[config.mk]
export PLATFORM = sky130hd
export DESIGN_NAME = rtcc_counters
export DESIGN_NICKNAME = d
export VERILOG_FILES = /design/src/design/rtcc_bcd_step.v /design/src/design/rtcc_counters.v
export VERILOG_INCLUDE_DIRS = /design/src /design/src/design
export SDC_FILE = /design/constraint.sdc
export NUM_CORES = 1
export LEC_CHECK = 0
export ABC_AREA = 1
export BUFFER_PORTS_ARGS = -buffer_cell sky130_fd_sc_hd__buf_2
export CORE_MARGIN = 4
export CORE_UTILIZATION = 50
export DETAILED_ROUTE_END_ITERATION = 12
export PLACE_DENSITY = 0.68
export SYNTH_ARGS = -nofsm -noshare
export SYNTH_HDL_FRONTEND = slang
export SYNTH_SLANG_ARGS = --single-unit
[constraint.sdc]
create_clock -name clock -period 2.63 [get_ports clock]
set_input_delay 0.3945 -clock clock [delete_from_list [all_inputs] [get_ports clock]]
set_output_delay 0.3945 -clock clock [all_outputs]
set_load 0.1 [all_outputs]
[src/design/rtcc_map.vh]
// Register map, field positions, limits and integrity flag reset value of the time and date counters
// ==========================================================================
`ifndef RTCC_MAP_VH
`define RTCC_MAP_VH
// ==========================================================================
// Register offsets
`define RTCC_ADDR_SECONDS 8'h02
`define RTCC_ADDR_MINUTES 8'h03
`define RTCC_ADDR_HOURS   8'h04
`define RTCC_ADDR_DATE    8'h05
`define RTCC_ADDR_WEEKDAY 8'h06
`define RTCC_ADDR_MONTH   8'h07
`define RTCC_ADDR_YEAR    8'h08
// ==========================================================================
// Field positions and limits
`define RTCC_FLAG_BIT     7
`define RTCC_CENTURY_BIT  7
`define RTCC_FLAG_RESET   1'b1
`define RTCC_SEC_MAX      7'h59
`define RTCC_MIN_MAX      7'h59
`define RTCC_HOUR_MAX     6'h23
`define RTCC_DATE_MIN     6'h01
`define RTCC_MONTH_MIN    5'h01
`define RTCC_MONTH_MAX    5'h12
`define RTCC_YEAR_MAX     8'h99
`define RTCC_WDAY_MAX     3'h6
`endif

[src/design/rtcc_bcd_step.v]
// Two-digit packed BCD incrementer with wrap
`default_nettype none
module rtcc_bcd_step (
  // Value in and limits
  input  wire [7:0] value,
  input  wire [7:0] max_value,
  input  wire [7:0] min_value,
  // Result
  output wire [7:0] next_value,
  output wire       wrap
);
  // Low digit rolls at nine into the high digit
  wire [7:0] inc_value;
  assign inc_value  = (value[3:0] == 4'h9) ? {value[7:4] + 4'h1, 4'h0} : {value[7:4], value[3:0] + 4'h1};
  // Wrap at or above limit so an illegal value recovers
  assign wrap       = (value >= max_value);
  assign next_value = wrap ? min_value : inc_value;
endmodule
`default_nettype wire

[src/design/rtcc_counters.v]
// Time of day and calendar counters with register port
`include "rtcc_map.vh"
`default_nettype none
module rtcc_counters (
  // Clock and reset
  input  wire       clock,
  input  wire       nrst,
  input  wire       clk_en,
  // One-second tick from oscillator chain and oscillator stop event
  input  wire       sec_tick,
  input  wire       osc_fail,
  // Register port from serial interface
  input  wire       reg_wr,
  input  wire [7:0] reg_addr,
  input  wire [7:0] reg_wdata,
  output reg  [7:0] reg_rdata
);
  // ========================================================================
  // Counter state
  reg        clock_integrity_lost_flag;
  reg  [6:0] sec;
  reg  [6:0] min;
  reg  [5:0] hour;
  reg  [5:0] date;
  reg  [2:0] wday;
  reg  [4:0] month;
  reg        century_toggle_bit;
  reg  [7:0] year;

  // ========================================================================
  // Month length with leap years, valid 2000 to 2099
  wire       leap;
  reg  [7:0] month_end;
  // Every fourth year; 2000 is leap so no century exception in range
  assign leap = (year[4] == 1'b0) ? (year[1:0] == 2'b00 && (year[3:0] == 4'h0 || year[3:0] == 4'h4 ||
                year[3:0] == 4'h8)) : (year[3:0] == 4'h2 || year[3:0] == 4'h6);
  always @* begin
    case (month)
      5'h02:   month_end = leap ? 8'h29 : 8'h28;
      5'h04:   month_end = 8'h30;
      5'h06:   month_end = 8'h30;
      5'h09:   month_end = 8'h30;
      5'h11:   month_end = 8'h30;
      default: month_end = 8'h31;
    endcase
  end

  // ========================================================================
  // Incrementers, one per field byte: sec, min, hour, date, month, year from the low byte up
  wire [47:0] step_value;
  wire [47:0] step_max;
  wire [47:0] step_min;
  wire [47:0] step_next;
  wire [5:0]  step_wrap;
  assign step_value = {year, 3'b000, month, 2'b00, date, 2'b00, hour, 1'b0, min, 1'b0, sec};
  assign step_max   = {`RTCC_YEAR_MAX, 3'b000, `RTCC_MONTH_MAX, month_end, 2'b00, `RTCC_HOUR_MAX,
                       1'b0, `RTCC_MIN_MAX, 1'b0, `RTCC_SEC_MAX};
  assign step_min   = {8'h00, 3'b000, `RTCC_MONTH_MIN, 2'b00, `RTCC_DATE_MIN, 8'h00, 8'h00, 8'h00};
  genvar fi;
  generate
    for (fi = 0; fi < 6; fi = fi + 1) begin : g_step
      rtcc_bcd_step u_step (
        .value      (step_value[8*fi+7:8*fi]),
        .max_value  (step_max[8*fi+7:8*fi]),
        .min_value  (step_min[8*fi+7:8*fi]),
        .next_value (step_next[8*fi+7:8*fi]),
        .wrap       (step_wrap[fi])
      );
    end
  endgenerate

  // Next values of each field; padding bits of each byte dropped on purpose
  wire [6:0] next_sec;
  wire [6:0] next_min;
  wire [5:0] next_hour;
  wire [5:0] next_date;
  wire [4:0] next_month;
  wire [7:0] next_year;
  wire [2:0] next_wday;
  assign next_sec   = step_next[6:0];
  assign next_min   = step_next[14:8];
  assign next_hour  = step_next[21:16];
  assign next_date  = step_next[29:24];
  assign next_month = step_next[36:32];
  assign next_year  = step_next[47:40];
  assign next_wday  = (wday >= `RTCC_WDAY_MAX) ? 3'h0 : wday + 3'h1;

  // Carry chain; the century bit flips only when the year itself wraps
  wire c_min;
  wire c_hour;
  wire c_day;
  wire c_month;
  wire c_year;
  wire c_century;
  assign c_min     = sec_tick & step_wrap[0];
  assign c_hour    = c_min & step_wrap[1];
  assign c_day     = c_hour & step_wrap[2];
  assign c_month   = c_day & step_wrap[3];
  assign c_year    = c_month & step_wrap[4];
  assign c_century = c_year & step_wrap[5];

  // ========================================================================
  // Oscillator stop event comes from the oscillator side: two flops before use
  // A stop event shorter than one clock period can be missed
  reg osc_fail_meta;
  reg osc_fail_sync;
  always @(posedge clock or negedge nrst) begin
    if (!nrst) begin
      osc_fail_meta <= 1'b0;
      osc_fail_sync <= 1'b0;
    end else if (clk_en) begin
      osc_fail_meta <= osc_fail;
      osc_fail_sync <= osc_fail_meta;
    end
  end

  // Integrity flag: only counter state with a reset value; oscillator stop wins over write
  always @(posedge clock or negedge nrst) begin
    if (!nrst) begin
      clock_integrity_lost_flag <= `RTCC_FLAG_RESET;
    end else if (clk_en) begin
      if (osc_fail_sync) begin
        clock_integrity_lost_flag <= 1'b1;
      end else if (reg_wr && reg_addr == `RTCC_ADDR_SECONDS) begin
        clock_integrity_lost_flag <= reg_wdata[`RTCC_FLAG_BIT];
      end
    end
  end

  // ========================================================================
  // Counters carry no reset; a host write overrides the tick for that field
  // Seconds
  always @(posedge clock) begin
    if (clk_en) begin
      if (reg_wr && reg_addr == `RTCC_ADDR_SECONDS) begin
        sec <= reg_wdata[6:0];
      end else if (sec_tick) begin
        sec <= next_sec;
      end
    end
  end

  // Minutes
  always @(posedge clock) begin
    if (clk_en) begin
      if (reg_wr && reg_addr == `RTCC_ADDR_MINUTES) begin
        min <= reg_wdata[6:0];
      end else if (c_min) begin
        min <= next_min;
      end
    end
  end

  // Hours
  always @(posedge clock) begin
    if (clk_en) begin
      if (reg_wr && reg_addr == `RTCC_ADDR_HOURS) begin
        hour <= reg_wdata[5:0];
      end else if (c_hour) begin
        hour <= next_hour;
      end
    end
  end

  // Day of month
  always @(posedge clock) begin
    if (clk_en) begin
      if (reg_wr && reg_addr == `RTCC_ADDR_DATE) begin
        date <= reg_wdata[5:0];
      end else if (c_day) begin
        date <= next_date;
      end
    end
  end

  // Weekday advances with the day carry
  always @(posedge clock) begin
    if (clk_en) begin
      if (reg_wr && reg_addr == `RTCC_ADDR_WEEKDAY) begin
        wday <= reg_wdata[2:0];
      end else if (c_day) begin
        wday <= next_wday;
      end
    end
  end

  // Month and century bit share one register
  always @(posedge clock) begin
    if (clk_en) begin
      if (reg_wr && reg_addr == `RTCC_ADDR_MONTH) begin
        month              <= reg_wdata[4:0];
        century_toggle_bit <= reg_wdata[`RTCC_CENTURY_BIT];
      end else begin
        if (c_month) begin
          month <= next_month;
        end
        if (c_century) begin
          century_toggle_bit <= ~century_toggle_bit;
        end
      end
    end
  end

  // Year
  always @(posedge clock) begin
    if (clk_en) begin
      if (reg_wr && reg_addr == `RTCC_ADDR_YEAR) begin
        year <= reg_wdata;
      end else if (c_year) begin
        year <= next_year;
      end
    end
  end

  // ========================================================================
  // Read data, unused bits read as zero
  always @(posedge clock or negedge nrst) begin
    if (!nrst) begin
      reg_rdata <= 8'h00;
    end else if (clk_en) begin
      case (reg_addr)
        `RTCC_ADDR_SECONDS: reg_rdata <= {clock_integrity_lost_flag, sec};
        `RTCC_ADDR_MINUTES: reg_rdata <= {1'b0, min};
        `RTCC_ADDR_HOURS:   reg_rdata <= {2'b00, hour};
        `RTCC_ADDR_DATE:    reg_rdata <= {2'b00, date};
        `RTCC_ADDR_WEEKDAY: reg_rdata <= {5'h00, wday};
        `RTCC_ADDR_MONTH:   reg_rdata <= {century_toggle_bit, 2'b00, month};
        `RTCC_ADDR_YEAR:    reg_rdata <= year;
        default:            reg_rdata <= 8'h00;
      endcase
    end
  end
endmodule
`default_nettype wire

## Yosys cells after proc, flatten, opt, wreduce, memory -nomap -nowiden

Cells that the tools add are included.
W data, S select, Z words.

| word-level totals | value |
|---|---|
| bits in registers | 54 |
| input port bits | 22 |
| logic and storage cells | 146 |

| operators by class | value |
|---|---|
| add/subtract/negate cells | 13 |
| order comparisons | 7 |
| equality and inequality tests | 22 |
| multiplexer cells | 35 |
| bitwise logic cells | 7 |
| reduce and logical (&&, ||, !) cells | 44 |

Operators with widths:

| kind | number |
|---|---|
| $mux W7 | 8 |
| $pmux W8 S7 | 1 |
| $mux W6 | 8 |
| $eq A8 B3 Y1 const B | 4 |
| $mux W8 | 4 |
| $add A4 B1 Y4 const B | 7 |
| $eq A4 B4 Y1 const B | 7 |
| $mux W5 | 4 |
| $reduce_and A2 Y1 | 9 |
| $reduce_and A3 Y1 | 6 |
| $reduce_bool A2 Y1 | 9 |
| $reduce_bool A3 Y1 | 6 |
| $eq A8 B2 Y1 const B | 2 |
| $ge A7 B7 Y1 const B | 2 |
| $eq A5 B3 Y1 const B | 2 |
| $pmux W5 S2 | 1 |
| $add A3 B1 Y3 const B | 3 |
| $mux W3 | 3 |
| $eq A4 B3 Y1 const B | 2 |
| $eq A8 B4 Y1 const B | 1 |
| $ge A8 B8 Y1 const B | 1 |
| $logic_and A1 B1 Y1 | 8 |
| $and A1 B1 Y1 | 6 |
| $ge A6 B6 Y1 | 1 |
| other kinds (15) | 23 |

## Logic depth before layout (Yosys ltp)

| logic depth | value |
|---|---|
| depth after elaboration | 13 |
| mapped depth | 13 |
| gate-level depth less buffers | 13 |

## Hierarchy

From an unflattened synthesis, not the netlist that was laid out.

| second synthesis, totals | value |
|---|---|
| cells, all modules | 950 |
| area total of the unflattened synthesis | 6354.8 um^2 |

Modules (own cells, without submodules):

| module | instances | cells an instance | area an instance (um^2) | sequential area each (um^2) |
|---|---|---|---|---|
| rtcc_bcd_step | 6 | 99 | 539.3 | 0.0 |
| rtcc_counters | 1 | 356 | 3119.2 | 1567.8 |

## Worst setup path after synthesis

OpenSTA, ideal clock, no wires.

| path | value |
|---|---|
| path type | register to register |
| start | register month[3] |
| end | register year[4] (enable) |
| arrival | 1855 ps |
| data required time | 2301 ps |
| slack | 445 ps |
| stages on the path, launching flop included | 12 |
| buffers on the path | 0 |
| period minus slack after synthesis | 2185 ps |
| cell sequence | edfxtp_1 > nor2_1 > nand3_1 > a21oi_1 > nor4_1 > ha_1 > nand4_1 > nand3_1 > nand4_1 > nand2_1 > nand2_1 > nor2_1 |

| between the ends | value |
|---|---|
| cells in the longest elaborated chain, start to end | 8 |
| elaborated cells on any way between the ends | 13 |
| classes of those cells | order compare: 2; eq/ne: 5; mux: 1; bitwise: 2; reduce/logical: 3 |

Ends and longest elaborated chain:

| what | line | text |
|---|---|---|
| start, declared | rtcc_counters.v:26 | `reg [4:0] month;` |
| start signal, assigned | rtcc_counters.v:191 | `month <= reg_wdata[4:0];` |
| start signal, assigned | rtcc_counters.v:195 | `month <= next_month;` |
| $eq A5 B5 Y1, or another cell as far along | rtcc_counters.v:38 | `case (month)` |
| $reduce_or A4 Y1 (no source line) | n/a |  |
| $pmux W5 S2 | rtcc_counters.v:38 |  |
| $ge A6 B6 Y1 | rtcc_bcd_step.v:16 | `assign wrap = (value >= max_value);` |
| $and A1 B1 Y1 | rtcc_counters.v:98 | `assign c_month = c_day & step_wrap[3];` |
| $and A1 B1 Y1 (*) | rtcc_counters.v:99 | `assign c_year = c_month & step_wrap[4];` |
| $reduce_bool A2 Y1 (no source line) (*) | n/a |  |
| $reduce_and A3 Y1 (no source line) (*) | n/a |  |
| end signal, assigned | rtcc_counters.v:208 | `year <= reg_wdata;` |
| end signal, assigned | rtcc_counters.v:210 | `year <= next_year;` |
| end, declared | rtcc_counters.v:28 | `reg [7:0] year;` |

Mark *: on every way between the ends. The rest lies on a longest branch, timed or not.
A chain may end at the register's enable or synchronous reset.

## Final worst setup path

| path | value |
|---|---|
| start | register month[0] |
| end | register year[5] (enable) |

The elaborated chain is that of the path after synthesis.

==> run_summary.xml <==
<?xml version="1.0" encoding="UTF-8"?>
<metrics>
  <group name="timing">
    <metric name="worst_slew_pin_slew" unit="ns">0.5548</metric>
    <metric name="final.setup.tns" unit="ns">0</metric>
    <metric name="min_period_over_period" unit="">0.9176</metric>
    <metric name="finalHoldViolations" unit="">0</metric>
    <metric name="setup_viol" unit="">0</metric>
    <metric name="finClkSkew" unit="ns">0.01701</metric>
    <metric name="fmax" unit="MHz">414.4</metric>
    <metric name="rsz0062_at_grt" unit="">false</metric>
    <metric name="period_needed" unit="ns">2.413</metric>
    <metric name="max-slew-margin-rel" unit="">0.6298</metric>
    <metric name="count_of_final_max_slew_check_failures" unit="">0</metric>
  </group>
  <group name="clocking">
    <metric name="clock_tree_from_tritoncts" unit="">done</metric>
    <metric name="numClockSinks" unit="">54</metric>
    <metric name="ctsHtreeMaxLevel" unit="">2</metric>
    <metric name="cts_root_buffer" unit="">sky130_fd_sc_hd__clkbuf_8</metric>
    <metric name="clockBufferDepth" unit="">2</metric>
    <metric name="cts_inserted_buffers" unit="">5</metric>
    <metric name="clk-insertion-delay-late" unit="ns">0.32</metric>
    <metric name="cts.clk_slew.worst_paths" unit="ns">0.11</metric>
  </group>
  <group name="global_routing">
    <metric name="grt_util_all_layers" unit="">0.2226</metric>
    <metric name="antenna_found_initial" unit="">0</metric>
    <metric name="maximum_number_of_pins_on_one_net_before_global_route_repair" unit="">19</metric>
    <metric name="vias_in_the_first_global_route" unit="">3226</metric>
    <metric name="global_route.overflow_total" unit="">0</metric>
    <metric name="grt_pass1_wl" unit="um">15400</metric>
  </group>
  <group name="yosys">
    <metric name="synth_cells" unit="">455</metric>
    <metric name="synth_async_sr_flop_share" unit="">0.2037</metric>
    <metric name="synth.most_common_cell" unit="">sky130_fd_sc_hd__nand2_1</metric>
    <metric name="syn-num-nets" unit="">498</metric>
    <metric name="avgSynthCellArea" unit="um2">8.327</metric>
    <metric name="ys_top_cells_by_area" unit="">sky130_fd_sc_hd__edfxtp_1 34%, sky130_fd_sc_hd__nand2_1 9.0%, sky130_fd_sc_hd__ha_1 6.9%</metric>
    <metric name="synth_top_area_cell" unit="">sky130_fd_sc_hd__edfxtp_1</metric>
    <metric name="synth_enable_flop_cells" unit="">43</metric>
    <metric name="yosys_register_bits" unit="">54</metric>
    <metric name="netlist_top_cells_count" unit="">91 x sky130_fd_sc_hd__nand2_1, 53 x sky130_fd_sc_hd__inv_1, 43 x sky130_fd_sc_hd__edfxtp_1, 32 x sky130_fd_sc_hd__nand3_1, 31 x sky130_fd_sc_hd__nor2_1</metric>
    <metric name="synth_area" unit="um2">3789</metric>
    <metric name="yosysWarningCount" unit="">0</metric>
    <metric name="post-synth-top-area-fraction" unit="">0.3408</metric>
    <metric name="yosys_most_used_dff" unit="">sky130_fd_sc_hd__edfxtp_1</metric>
    <metric name="synth.distinct_cells" unit="">40</metric>
    <metric name="synth_seq_area_share" unit="">0.4138</metric>
  </group>
  <group name="detailed_routing">
    <metric name="detail_route.wirelength" unit="um">9501</metric>
    <metric name="drt-met1-wl" unit="um">4168</metric>
    <metric name="drt_pass1_iterations" unit="">5</metric>
    <metric name="routed-wl-met2" unit="um">4388</metric>
    <metric name="top_layer" unit="">met4</metric>
    <metric name="drt_antenna_net_count" unit="">0</metric>
    <metric name="wl_per_cell" unit="um">16.16</metric>
    <metric name="detailroute.wirelength.met3" unit="um">557</metric>
    <metric name="vias" unit="">3292</metric>
    <metric name="drtIter0Drc" unit="">212</metric>
    <metric name="detail_route.drc_violations" unit="">0</metric>
    <metric name="route.detailed.vias_per_inst" unit="">5.599</metric>
  </group>
  <group name="final_layout">
    <metric name="fin_cells" unit="">588</metric>
    <metric name="n_fill_cell" unit="">691</metric>
    <metric name="final_design_area_no_fill" unit="um2">4145</metric>
    <metric name="design.final.nets" unit="">531</metric>
    <metric name="layout-drive-gt1-share" unit="">0.1800</metric>
    <metric name="signed_area_change_from_the_synthesized_netlist_to_the_final_layout" unit="%">9.412</metric>
    <metric name="post-route-util" unit="">0.5685</metric>
    <metric name="multiInputGateArea" unit="um2">1944</metric>
    <metric name="antenna-diode-count" unit="">0</metric>
    <metric name="seqCellArea" unit="um2">1568</metric>
  </group>
  <group name="setup_path">
    <metric name="r2r-end" unit="">year[5]</metric>
    <metric name="crit-reg2reg-launch" unit="">month[0]</metric>
    <metric name="timing.critical_path.fanout_max" unit="">5</metric>
    <metric name="regToRegSetupSlack" unit="ns">0.22</metric>
    <metric name="critPathArrivalTime" unit="ns">2.43</metric>
    <metric name="critical_path_start_end_classification" unit="">reg -&gt; reg</metric>
    <metric name="setup.worst_path.end_class" unit="">flop</metric>
    <metric name="worst-r2r-cell-count" unit="">12</metric>
    <metric name="critical_path.startpoint_type" unit="">flop</metric>
    <metric name="worstPathRequired" unit="ns">2.64</metric>
  </group>
  <group name="power">
    <metric name="power.ir.vdd_worst" unit="mV">0.2127</metric>
    <metric name="cellPowerDensity" unit="nW/um2">380.7</metric>
    <metric name="power_switching_share" unit="">0.2612</metric>
    <metric name="pwr-share-seq" unit="">0.600</metric>
    <metric name="power.internal" unit="W">0.001166</metric>
    <metric name="p_leak" unit="nW">1.923</metric>
    <metric name="power.total" unit="W">0.001578</metric>
    <metric name="power_switching" unit="W">0.0004123</metric>
    <metric name="power_frac_clock" unit="">0.316</metric>
    <metric name="comb_power_share" unit="">0.084</metric>
  </group>
  <group name="floorplanning">
    <metric name="die-width" unit="um">95.05</metric>
    <metric name="coreArea" unit="um2">7292</metric>
    <metric name="dieHeight" unit="um">95.05</metric>
    <metric name="initial_core_util" unit="">0.5196</metric>
    <metric name="floorplan.rows" unit="">31</metric>
    <metric name="floorplan.die_area" unit="um2">9034</metric>
    <metric name="io-pin-count" unit="">30</metric>
  </group>
  <group name="status">
    <metric name="outcome" unit="">finished clean</metric>
  </group>
  <group name="min_path">
    <metric name="min_delay_path_class" unit="">in -&gt; reg</metric>
    <metric name="worstHoldEndpoint" unit="">osc_fail_meta</metric>
    <metric name="hold_path_depth" unit="">3</metric>
    <metric name="hold_start" unit="">osc_fail</metric>
  </group>
  <group name="place">
    <metric name="detailed_place.area" unit="um2">4028</metric>
    <metric name="place_congestion" unit="">0.8996</metric>
    <metric name="dp_cells" unit="">578</metric>
    <metric name="placement.io_buffers" unit="">29</metric>
    <metric name="detailedPlacementHpwl" unit="um">7352</metric>
  </group>
  <group name="flow_run">
    <metric name="cap_violations" unit="">0</metric>
  </group>
</metrics>
flip-flops by register name, indices dropped and copies added (netlist names), 3 cells and up:
register   cells
min            7
wday           3
hour           6
year           8
reg_rdata      8
date           6
sec            7
month          5
stage by stage:
step | worst slack, ns | hold slack [ns]
2_1_floorplan | 0.4453 | 0.09891
3_3_place_gp | 0.2396 | 0.2750
6_report | 0.2166 | 0.2709
4_1_cts | 0.01661 | 0.2750
5_1_grt | 0.02835 | 0.3063
3_5_place_dp | 0.05948 | 0.2740
worst max-delay path by stage:
| stage | start | endpoint | cells past startpoint |
|---|---|---|---|
| global placement | month[3] | year[5] | 11 |
| detailed placement | month[0] | year[6] | 12 |
| floorplan | month[3] | year[4] | 11 |
| global route | month[3] | year[5] | 11 |
| CTS | month[0] | year[5] | 12 |
| finish | month[0] | year[5] | 12 |
cells in the final DEF, fill, tap and decap left out, types with 2 or more instances in the layout:
| cell type | netlist | routed |
|---|---|---|
| sky130_fd_sc_hd__a21oi_1 | 22 | 22 |
| sky130_fd_sc_hd__buf_2 | 3 | 29 |
| sky130_fd_sc_hd__buf_4 | 0 | 3 |
| sky130_fd_sc_hd__clkbuf_8 | 0 | 5 |
| sky130_fd_sc_hd__dfrtp_1 | 10 | 10 |
| sky130_fd_sc_hd__edfxtp_1 | 43 | 43 |
| sky130_fd_sc_hd__ha_1 | 21 | 21 |
| sky130_fd_sc_hd__inv_1 | 53 | 53 |
| sky130_fd_sc_hd__inv_2 | 9 | 9 |
| sky130_fd_sc_hd__inv_4 | 1 | 2 |
| sky130_fd_sc_hd__nand2_1 | 91 | 91 |
| sky130_fd_sc_hd__nand2_2 | 7 | 7 |
| sky130_fd_sc_hd__nand2_4 | 6 | 6 |
| sky130_fd_sc_hd__nand3_1 | 32 | 31 |
| sky130_fd_sc_hd__nand3_2 | 3 | 4 |
| sky130_fd_sc_hd__nand4_1 | 5 | 5 |
| sky130_fd_sc_hd__nor2_1 | 31 | 30 |
| sky130_fd_sc_hd__nor2_2 | 6 | 7 |
| sky130_fd_sc_hd__nor2_4 | 4 | 4 |
| sky130_fd_sc_hd__nor3_1 | 5 | 5 |
| sky130_fd_sc_hd__nor3_2 | 3 | 3 |
| sky130_fd_sc_hd__nor3_4 | 2 | 2 |
| sky130_fd_sc_hd__nor4_1 | 3 | 3 |
| sky130_fd_sc_hd__o21ai_0 | 26 | 26 |
| sky130_fd_sc_hd__o21ai_1 | 16 | 16 |
| sky130_fd_sc_hd__o22ai_1 | 20 | 20 |
| sky130_fd_sc_hd__o32ai_1 | 2 | 2 |
| sky130_fd_sc_hd__xnor2_1 | 4 | 4 |
| sky130_fd_sc_hd__xor2_1 | 12 | 12 |
critical path, stage by stage, from the launching register on:
cell and delay, ns:
sky130_fd_sc_hd__edfxtp_1 0.41, sky130_fd_sc_hd__inv_1 0.08, sky130_fd_sc_hd__nor2_1 0.19, sky130_fd_sc_hd__nand3_1 0.13, sky130_fd_sc_hd__nor2_1 0.15, sky130_fd_sc_hd__nor4_1 0.08
sky130_fd_sc_hd__ha_1 0.28, sky130_fd_sc_hd__nand4_1 0.11, sky130_fd_sc_hd__nand3_2 0.15, sky130_fd_sc_hd__nand4_1 0.14, sky130_fd_sc_hd__nand2_1 0.09, sky130_fd_sc_hd__nand2_1 0.08
sky130_fd_sc_hd__nor2_2 0.20
per-layer routing:
metal,track usage,vias up
li1,-,1612
met1,0.2863,1536
met2,0.3682,111
met3,0.03631,33
met4,0.1010,0
met5,0,-
power by group through the flow:
| stage | Sequential (W) | Clock, W | Combinational, W |
|---|---|---|---|
| 3_3_place_gp | 0.000965 | 0 | 0.000128 |
| 2_1_floorplan | 0.000972 | 0 | 0.0000705 |
| 4_1_cts | 0.000947 | 0.000504 | 0.000132 |
| 3_5_place_dp | 0.000966 | 0 | 0.000130 |
| 6_report | 0.000947 | 0.000499 | 0.000133 |
| 5_1_grt | 0.000949 | 0.000546 | 0.000146 |
final cells by class:
type	count	area share
timing repair buffer	33	0.04286
clock buffer	5	0.01660
inverter	63	0.05765
clock inverter	3	0.005735
multi-input combinational	331	0.4691
sequential	54	0.3782
tap	99	0.02988
cells by family (layout without fill, tap and decap cells):
group                      Yosys count  count (layout)  share of synthesized area
and+or+nand+nor                    204             204                     0.2741
xor gates and xnor gates            16              16                    0.03699
DFF                                 54              54                     0.4138
buffers and inverters               70             104                    0.07497
AOI/OAI and AO/OA                   90              90                     0.1308
adders and majority gates           21              21                    0.06935
timing repair:
action | in CTS | in global routing
hold buffers | 1 | 0
gates resized for setup | 0 | 2
buffers inserted | 0 | 1
hold endpoints to repair | 10 | 0
setup endpoints to repair | 0 | 14
Power figures use the tool's default switching activity.
